**config.mk**
```make
export PLATFORM = sky130hd
export DESIGN_NAME = bwe_wait_enable
export DESIGN_NICKNAME = d
export VERILOG_FILES = /design/src/inc/bwe_pkg.sv /design/src/core/bwe_edge_det.sv /design/src/core/bwe_wait_enable.sv
export SDC_FILE = /design/constraint.sdc
export NUM_CORES = 1
export LEC_CHECK = 0
export ABC_AREA = 1
export BUFFER_PORTS_ARGS = -buffer_cell sky130_fd_sc_hd__buf_2
export CAP_MARGIN = 25
export CORE_AREA = 5 5 48 50
export CTS_BUF_LIST = sky130_fd_sc_hd__clkbuf_2 sky130_fd_sc_hd__clkbuf_4 sky130_fd_sc_hd__clkbuf_8
export CTS_CLUSTER_DIAMETER = 50
export CTS_CLUSTER_SIZE = 24
export DETAILED_ROUTE_END_ITERATION = 8
export DIE_AREA = 0 0 53 55
export MAX_ROUTING_LAYER = met4
export PLACE_DENSITY = 0.81
export RECOVER_POWER = 25
export SLEW_MARGIN = 20
export SYNTH_ARGS = -nofsm -noshare
export SYNTH_HDL_FRONTEND = slang
export SYNTH_SLANG_ARGS = --single-unit
```
**constraint.sdc**
```tcl
create_clock -name clk_in -period 1.4 [get_ports clk_in]
set_clock_uncertainty 0.15 [all_clocks]
set_input_delay 0.28 -clock clk_in [delete_from_list [all_inputs] [get_ports clk_in]]
set_output_delay 0.28 -clock clk_in [all_outputs]
set_load 0.005 [all_outputs]
```
**src/inc/bwe_pkg.sv**
```systemverilog
package bwe_pkg;

    // System clock and processor clock periods
    localparam int SYS_PERIOD_NS = 40;
    localparam int CPU_PERIOD_NS = 200;
    localparam int SYS_PER_CPU = CPU_PERIOD_NS / SYS_PERIOD_NS;

    // State counter layout
    localparam int CNT_W = 2;
    localparam int CNT_WAIT_BIT = 1;
    localparam logic [CNT_W-1:0] CNT_CLEAR = 2'h0;
    localparam logic [CNT_W-1:0] CNT_THIRD = 2'h1;
    localparam logic [CNT_W-1:0] CNT_WAIT = 2'h2;
    localparam logic [CNT_W-1:0] CNT_FULL = 2'h3;

    localparam int BYTE_W = 8;
    localparam logic [BYTE_W-1:0] ADDR_RESET = 8'h00;

    localparam logic READY_IDLE = 1'b1;
    localparam logic ENABLE_IDLE = 1'b0;
    localparam logic WR_INHIBIT_N = 1'b1;

    // Address presented to memory and I/O decode
    typedef struct packed {
        logic [BYTE_W-1:0] upper;
        logic [BYTE_W-1:0] low;
    } bwe_addr_s;

endpackage

```
**src/core/bwe_edge_det.sv**
```systemverilog
`timescale 1ns/10ps
module bwe_edge_det
    import bwe_pkg::*;
#(
    parameter int W = 1
) (
    input wire logic clk_in,
    input wire logic rst_n_in,
    input wire logic [W-1:0] level_in,
    output logic [W-1:0] rise_out,
    output logic [W-1:0] fall_out
);

    logic [W-1:0] prev;

    if (W < 1) begin : g_chk
        $error("bwe_edge_det: W must be at least 1");
    end

    // Previous sample of each level
    always_ff @(posedge clk_in) begin
        if (!rst_n_in) begin
            prev <= '0;
        end else begin
            prev <= level_in;
        end
    end

    assign rise_out = level_in & ~prev;
    assign fall_out = ~level_in & prev;

endmodule

```
**src/core/bwe_wait_enable.sv**
```systemverilog
`timescale 1ns/10ps
// Operation
// - Bus cycle is four 200 ns states
// - One wait state added every bus cycle
// - Strobe clears counter until second state
// - Counter 01 at third, 10 at wait
// - Ready samples wait bit on narrowed clock
// - Ready low across second and third state edges
// - Count 11 loads all ones, freezing counter
// - Enable only in second, third, wait states
// - Enable flop takes NAND on inverted clock
// - Active-low enable is the complement
// - Low address byte latched at strobe fall
// - Upper byte unlatched, top bits unused
// - RAM writes inhibited while processor in reset
module bwe_wait_enable
    import bwe_pkg::*;
(
    input wire logic clk_in,
    input wire logic rst_n_in,
    input wire logic cpu_clk_in,
    input wire logic src_clk_in,
    input wire logic ale_in,
    input wire logic cpu_reset_n_in,
    input wire logic [BYTE_W-1:0] muxed_low_addr_data_in,
    input wire logic [BYTE_W-1:0] upper_address_byte_in,
    output logic ready_out,
    output logic enable_out,
    output logic enable_n_out,
    output logic ram_wr_en_n_out,
    output bwe_addr_s addr_out
);

    logic [CNT_W-1:0] state_count_bits;
    logic [2:0] levels;
    logic [2:0] rises;
    logic [2:0] falls;
    logic cpu_rise;
    logic narrow_rise;
    logic inv_rise;
    logic sat_nand;
    logic [BYTE_W-1:0] low_addr;

    if (SYS_PER_CPU < 3) begin : g_chk
        $error("bwe_wait_enable: system clock too slow for cpu clock");
    end

    // Processor clock, narrowed clock, strobe
    assign levels = {ale_in, cpu_clk_in & src_clk_in, cpu_clk_in};

    bwe_edge_det #(.W(3)) u_edges (
        .clk_in(clk_in),
        .rst_n_in(rst_n_in),
        .level_in(levels),
        .rise_out(rises),
        .fall_out(falls)
    );

    assign cpu_rise = rises[0];
    assign narrow_rise = rises[1];
    assign inv_rise = falls[0];
    assign sat_nand = ~&state_count_bits;

    // State counter
    always_ff @(posedge clk_in) begin
        if (!rst_n_in) begin
            state_count_bits <= CNT_FULL;
        end else if (ale_in) begin
            state_count_bits <= CNT_CLEAR;
        end else if (!sat_nand) begin
            state_count_bits <= CNT_FULL;
        end else if (cpu_rise) begin
            state_count_bits <= state_count_bits + 2'h1;
        end
    end

    // Ready flop
    always_ff @(posedge clk_in) begin
        if (!rst_n_in || !cpu_reset_n_in) begin
            ready_out <= READY_IDLE;
        end else if (narrow_rise) begin
            ready_out <= state_count_bits[CNT_WAIT_BIT];
        end
    end

    // Control-bus enable flop
    always_ff @(posedge clk_in) begin
        if (!rst_n_in || !cpu_reset_n_in) begin
            enable_out <= ENABLE_IDLE;
            enable_n_out <= ~ENABLE_IDLE;
        end else if (inv_rise) begin
            enable_out <= sat_nand;
            enable_n_out <= ~sat_nand;
        end
    end

    // Low address latch, transparent while strobe high
    always_ff @(posedge clk_in) begin
        if (!rst_n_in) begin
            low_addr <= ADDR_RESET;
        end else if (ale_in) begin
            low_addr <= muxed_low_addr_data_in;
        end
    end

    // Address out: upper byte passes straight, top bits never used
    always_ff @(posedge clk_in) begin
        if (!rst_n_in) begin
            addr_out <= '0;
        end else begin
            addr_out.low <= ale_in ? muxed_low_addr_data_in : low_addr;
            addr_out.upper <= upper_address_byte_in;
        end
    end

    // RAM write enable
    always_ff @(posedge clk_in) begin
        if (!rst_n_in) begin
            ram_wr_en_n_out <= WR_INHIBIT_N;
        end else begin
            ram_wr_en_n_out <= ~cpu_reset_n_in;
        end
    end
endmodule

```
# == After elaboration in Yosys (flattened, before gate mapping) ==
# Index checks and enable logic that the tools add are counted.
# totals
reg_bits,24
input_bits,22
out_inout_bits,20
# classes
n_addsub,1
n_mux,4
bitwise,6
reduce_logical,6
# op_table
op,n
2-to-1 mux 8 bit,1
2-to-1 mux 2 bit,3
logical NOT 1 bit,3
nonzero test 3 bit,1
"adder 2 x 1 -> 2 bit, second input constant",1
AND 1 bit,2
AND 2 bit,1
NOT 1 bit,2
NOT 2 bit,1
AND reduction 2 bit,1
logical OR 1 bit,1

# == Longest topological paths before layout ==
# Gate-level depths: netlist of the first run.
# logic_depth
word_depth,5
depth_mapped,5
ltp_nobuf,5

# == By module ==
# From an unflattened synthesis of the first run, not the netlist that was laid out.
# hier_totals
hier_cells,111
area_unflattened_um2,889.6
# modules_own_cells
module,n_inst,cells_per_inst,area_each_um2,seq_area_each_um2
bwe_wait_enable,1,90,754.5,440.4
bwe_edge_det,1,21,135.1,60.1

# == Least setup slack after synthesis of the first run ==
# OpenSTA, ideal clock, no wires.
# synth_path
path_kind,input-to-reg
start,in ale_in
end,reg state_count_bits[0]
setup_ns,0.117
t_arrival_ns,0.675
required_time_ns,1.133
setup_slack_ns,0.458
path_stages,5
cell_sequence,buf_6 > inv_4 > buf_8 > nand4_4 > nand3_2
# synth_via
elab_chain_len,1
# synth_lines
element,line_no,source
start: declaration,bwe_wait_enable.sv:23,"input wire logic ale_in,"
nonzero test 3 bit (no source line) or 2-to-1 mux 2 bit (tied branches),-,
end signal: assignment,bwe_wait_enable.sv:73,state_count_bits <= state_count_bits + 2'h1;
end: declaration,bwe_wait_enable.sv:34,logic [CNT_W-1:0] state_count_bits;
# Parallel ways exist; a longest one is shown, timed or not.
# A chain may end at the register's enable or synchronous reset.

# == Final worst setup path of the first run ==
# layout_path
start,in rst_n_in
end,reg enable_out
# layout_via
elab_chain_len,2
# layout_lines
element,line_no,source
start: declaration,bwe_wait_enable.sv:20,"input wire logic rst_n_in,"
logical NOT 1 bit,-,
logical OR 1 bit,bwe_wait_enable.sv:88,if (!rst_n_in || !cpu_reset_n_in) begin
end signal: assignment,bwe_wait_enable.sv:92,enable_out <= sat_nand;
end: declaration,bwe_wait_enable.sv:28,"output logic enable_out,"
# Every way passes these cells.

==> results by group, run 1 <==
Floorplanning
  • Core Area: 0.001862 mm²
  • IO Pins: 42
  • Die height: 55 µm
  • Initial Util: 45.23%
  • Die width: 53 µm
  • Die area: 0.002915 mm²
  • FP Rows: 16

Setup path
  • Kind of critical path: input port to flop
  • Slowest-stage cell, CP: clkbuf_1
  • R2R setup slack: 400 ps
  • CP arrival: 1300 ps
  • Setup crit end kind: flop
  • Most used cell along the critical path: nand2_1
  • Worst path buffer plus inverter count: 2
  • Crit-path cells: clkbuf_1 > nand2_1 > inv_1 > nand2_1 > nor2_1
  • Worst Path Required: 1500 ps
  • Launching element type of the critical path: input port
  • Crit path max fanout: 20
  • Largest stage delay, worst path: 590 ps
  • Critical path's top delay family: buffers and inverters

GRT
  • Initial antenna violation count: 0
  • Global-route wire length before repair: 2704 µm
  • Largest net degree at the start of global routing: 21
  • Aggregate global-route resource usage: 12.55%
  • Vias in the first global route: 664
  • Gr ovfl total: 0

Placement
  • Post-detail-place hpwl: 1290 µm
  • Routability congestion estimate: 0.6764
  • Placed cell count: 164
  • Port Buffers: 41

Yosys
  • Syn Nets: 122
  • Syn Inst Count: 100
  • Syn. warnings: 0
  • Avg Synthesized Cell Area: 8.421 µm²
  • Netlist cell types: 14
  • Register area share after synthesis: 57.06%
  • Synthesized flop and latch total: 24
  • Synthesized cell area: 842.1 µm²

Finish
  • Register Area: 480.5 µm²
  • Share of layout cells above drive strength 1: 31.76%
  • Most frequent cells in the layout: buf_2, dfxtp_1, nor2_1
  • Final Non-Filler Cells: 175
  • Final net count: 171
  • Diodes inserted: 0
  • Number of fill cells: 185
  • Area Overhead vs Synth: 37.74%
  • Commonest non-fill, non-tap cell in the layout: buf_2
  • Multi-input logic area: 260.3 µm²

Drt
  • WL final: 1753 µm
  • First-pass iteration count of the detailed router: 4
  • Residual DRC: 0
  • Vias/cell: 4.326
  • Overall via count from detail_route: 757
  • Avg WL per Cell: 10.02 µm
  • Initial drt markers: 7
  • Antenna-violating nets left: 0

Clocking
  • CTS tree: done
  • Clock Latency Late Sink: 300 ps
  • CTS sink count: 24
  • Clock buffer depth: 2
  • Num CTS Buffers: 3
  • Clock Pin Slew Worst Setup and Hold Paths: 130 ps
  • Root Buffer: clkbuf_4
  • CTS resizes: 0
  • H-Tree Depth: 1

Pwr
  • Psw: 286.8 µW
  • Power Internal: 1090 µW
  • Combinational share of power: 11.5%
  • Pwr dens: 1187 mW/mm²
  • Pleak: 0.0006425 µW
  • Net Sw Frac: 20.82%
  • VDD IR-drop max: 0.7360 mV
  • Clock share of power: 34.8%
  • Fraction of power consumed by sequential logic: 53.7%

Timing
  • Tmin final: 1203 ps
  • Setup TNS: 0 ps
  • Fin crit share: 85.93%
  • Worst-Margin Slew: 799.8 ps
  • Final-report setup violation count: 0
  • Final max-slew violation count: 0
  • Final hold violation count: 0
  • Max Fclk: 0.8312 GHz
  • Unrepaired setup endpoints after global routing: false
  • Relative slew margins: 46.68%

Min path
  • Tightest Hold Check Type: input port to flop

Outcome
  • Status: completed

Flow run
  • Max_cap viols: 0
## tightest hold or removal path, cell delays in order
cell and delay [ps]:
buf_2 70, nand2_1 50, inv_1 50
## sequential cells by signal, indices dropped and copies added (netlist names)
name	count
addr_out	16
enable_n_out	1
enable_out	1
ram_wr_en_n_out	1
ready_out	1
state_count_bits	2
u_edges.prev	2
## metal layers
layer  track usage, %  wire [µm]  vias to the layer above
met3            1.609         80                        2
li1                 -          -                      400
met4            4.255         20                        0
met1            15.21        751                      339
met2            21.69        901                       16
met5                -          0                        -
## stage by stage
stage	setup slack [ps]	instance area (µm²)	power, µW	util, %	hold WS (ps)
2_1_floorplan	458.1	842.1	835.6	-	212.0
3_3_place_gp	294.8	1039	894.1	55.78	292.5
3_5_place_dp	212.8	1039	899.4	55.78	311.4
4_1_cts	188.3	1161	1396	62.37	4.954
5_1_grt	86.40	1160	1443	62.30	7.787
6_report	197.0	1160	1377	62.30	18.10
## cells by family (layout without fill, tap and decap cells)
family,Yosys count,in the layout,synth area share [%]
buf+inv,19,67,12.03
flops,24,24,57.06
simple gates,47,47,24.96
compound gates,10,10,5.943
## layout make-up
cell class              instances  share of cell area [%]
flip-flops and latches         24                   41.42
clock inverters                 1                   2.589
multi-input cells              57                   22.44
inverters                      15                   5.070
well taps                      27                   2.913
repair buffers                 48                   23.62
clock buffers                   3                   1.942
## worst paths after layout
kind                                                from                  end  cells after the start
worst min-delay path            upper_address_byte_in[3]         addr_out[11]                      3
worst max-delay path                            rst_n_in           enable_out                      5
worst min register to register                 ready_out            ready_out                      2
worst max register to register           u_edges.prev[0]  state_count_bits[0]                      5
## repair_timing
item,in CTS,in global routing
buffers inserted,0,0
hold endpoints to repair,7,0
hold buffers,7,0
## synth_stat cells
library cell	count	share of area, %
buf_8	1	1.8
nand3_1	6	3.6
o21ai_0	9	5.3
inv_1	14	6.2
a21oi_1	1	0.59
nand3_2	1	1.2
buf_2	1	0.59
nand4_1	1	0.74
nor2_1	20	8.9
nand4_4	1	2.5
inv_4	1	0.74
dfxtp_1	24	57
buf_6	2	2.7
nand2_1	18	8.0
## power groups by stage
stage | combinational (µW) | clock, µW | sequential, µW
after CTS | 160 | 496 | 740
final | 158 | 479 | 740
after detailed placement | 144 | 0 | 755
after global placement | 140 | 0 | 754
after floorplan | 77.3 | 0 | 758
after global routing | 179 | 518 | 746
No activity file was read; power rests on OpenSTA's default activity.
==> run 2, diff against run 1 <==
- CORE_AREA: 5 5 48 50 -> 5 5 52 54
- DIE_AREA: 0 0 53 55 -> 0 0 57 59
- PLACE_DENSITY: 0.81 -> 0.73
- clock period: 1.4 -> 1.1 ns (I/O delays scaled with it)
==> results by group, run 2 (synthesized netlist as in run 1, its figures left out) <==
Min path
  • Startpoint of the worst hold path: muxed_low_addr_data_in[2]
  • Tightest Hold Check Type: input port to flop

Floorplanning
  • Initial Util: 38.81%
  • FP Rows: 17
  • Die width: 57 µm
  • IO Pins: 42
  • Die area: 0.003363 mm²
  • Core Area: 0.002170 mm²
  • Die height: 59 µm

Placement
  • Post-detail-place hpwl: 1395 µm
  • Post-place setup slack: 85.20 ps
  • Routability congestion estimate: 0.7300
  • Port Buffers: 41
  • Placed cell count: 166

Clocking
  • Num CTS Buffers: 3
  • Root Buffer: clkbuf_4
  • H-Tree Depth: 1
  • CTS sink count: 24
  • Clock Pin Slew Worst Setup and Hold Paths: 130 ps
  • Post CTS Setup Buffer Count: 0
  • Clock buffer depth: 2
  • Clock Latency Late Sink: 290 ps
  • CTS tree: done

Timing
  • Final-report setup violation count: 17
  • Unrepaired setup endpoints after global routing: true
  • Worst-Margin Slew: 403.3 ps
  • Relative slew margins: 73.11%
  • Fin crit share: 103.5%
  • Final hold violation count: 0
  • Tmin final: 1139 ps
  • Setup TNS: -366.6 ps
  • Setup WS post-layout: -38.85 ps
  • Max Fclk: 0.8781 GHz
  • Final max-slew violation count: 0

Drt
  • Overall via count from detail_route: 789
  • Vias/cell: 4.219
  • Antenna-violating nets left: 0
  • WL final: 2119 µm
  • Initial drt markers: 8
  • Avg WL per Cell: 11.33 µm
  • Residual DRC: 0
  • First-pass iteration count of the detailed router: 4

Setup path
  • R2R setup slack: 120 ps
  • Crit-path cells: buf_2
  • Crit path max fanout: 2
  • CP arrival: 770 ps
  • Worst Path Required: 730 ps
  • Worst setup path endpoint: addr_out[2]
  • Setup crit end kind: output port
  • Largest stage delay, worst path: 350 ps
  • Launching element type of the critical path: flop
  • Worst path buffer plus inverter count: 1
  • Critical path's top delay family: flip-flops
  • Critical path launch point: addr_out[2]
  • Crit. path cell count: 1
  • Depth of the worst register-to-register path: 4
  • Slowest-stage cell, CP: dfxtp_2
  • Capture point of the worst reg-to-reg path: state_count_bits[0]
  • Kind of critical path: flop to output port
  • Crit Reg-Reg Startpoint: state_count_bits[1]

GRT
  • Initial antenna violation count: 0
  • Aggregate global-route resource usage: 13.15%
  • Vias in the first global route: 772
  • Largest net degree at the start of global routing: 14
  • Gr ovfl total: 0
  • Global-route wire length before repair: 3305 µm

Pwr
  • Psw: 383.9 µW
  • Pwr Total: 1651 µW
  • Pleak: 0.0006925 µW
  • Combinational share of power: 15.1%
  • VDD IR-drop max: 0.9147 mV
  • Power Internal: 1268 µW
  • Pwr dens: 1263 mW/mm²
  • Clock share of power: 27.2%
  • Fraction of power consumed by sequential logic: 57.6%
  • Net Sw Frac: 23.24%

Finish
  • Most frequent cells in the layout: buf_2, nor2_1, nand2_1
  • Final Non-Filler Cells: 187
  • Commonest non-fill, non-tap cell in the layout: buf_2
  • Area Overhead vs Synth: 55.27%
  • Largest Register: addr_out
  • Final net count: 182
  • Diodes inserted: 0
  • Top Registers: addr_out: 16 flops, state_count_bits: 2 flops, u_edges.prev: 2 flops
  • Max reg flops: 16
  • Share of layout cells above drive strength 1: 38.99%

Outcome
  • Status: finished with violations
  • Violated checks: negative setup slack

Flow run
  • Max_cap viols: 0
## run 2: changes by cell type in the layout (fill, tap and decap cells not counted)
cell,before,now
clkbuf_8,0,1
bufinv_16,1,0
dlygate4sd3_1,7,17
dfxtp_1,24,10
buf_6,0,6
buf_2,40,34
dfxtp_2,0,14
buf_4,0,1
## run 2: how the worst min path moves through the flow
| stage | endpoint | slack [ps] | cells after the start |
|---|---|---|---|
| final | addr_out[2] | 20 | 3 |
| after global routing | addr_out[2] | 20 | 3 |
| after CTS | addr_out[2] | 3 | 3 |
| after detailed placement | addr_out[8] | 250 | 3 |
| after global placement | addr_out[11] | 250 | 3 |
| after floorplan | ram_wr_en_n_out | 150 | 1 |
## run 2: per-stage QoR
| step | cell area [µm²] | utilization, % | hold WS, ps |
|---|---|---|---|
| finish | 1308 | 60.27 | 18.04 |
| global route | 1308 | 60.27 | 19.16 |
| CTS | 1265 | 58.30 | 2.913 |
| detailed placement | 1047 | 48.27 | 254.5 |
| global placement | 1047 | 48.27 | 250.5 |
| floorplan | 842.1 | - | 152.0 |
## run 2: timing repair
item,in CTS,in global routing
endpoints found under the setup margin,20,20
pin swaps,0,0
hold buffers,17,0
hold endpoints to repair,17,0
resized for setup,9,11
## run 2: worst reg2reg max path, stage by stage, from the launching register on
cell	delay [ps]
dfxtp_1	400
inv_1	110
a21oi_1	150
nand2_1	80
nand3_2	50
## run 2: layer usage
metal | vias to the layer above | part of all wire [%] | global-route usage, %
li1 | 421 | - | -
met1 | 351 | 38 | 13.91
met2 | 15 | 57 | 24.63
met3 | 2 | 3.9 | 1.961
met4 | 0 | 1.3 | 4.967
met5 | - | 0 | -
## run 2: power by group through the flow
stage | Combinational, µW | Sequential (µW) | Clock [µW]
4_1_cts | 234 | 946 | 466
3_3_place_gp | 181 | 961 | 0
3_5_place_dp | 187 | 962 | 0
6_report | 250 | 952 | 450
2_1_floorplan | 98.3 | 965 | 0
5_1_grt | 279 | 959 | 520
## run 2: layout make-up
cell class	instances	area, µm²
clock buffer	4	36.28
tap	28	35.03
sequential	24	498.0
timing repair buffer	59	419.2
multi-input combinational	57	260.3
inverter	15	58.81
fill	204	862.1
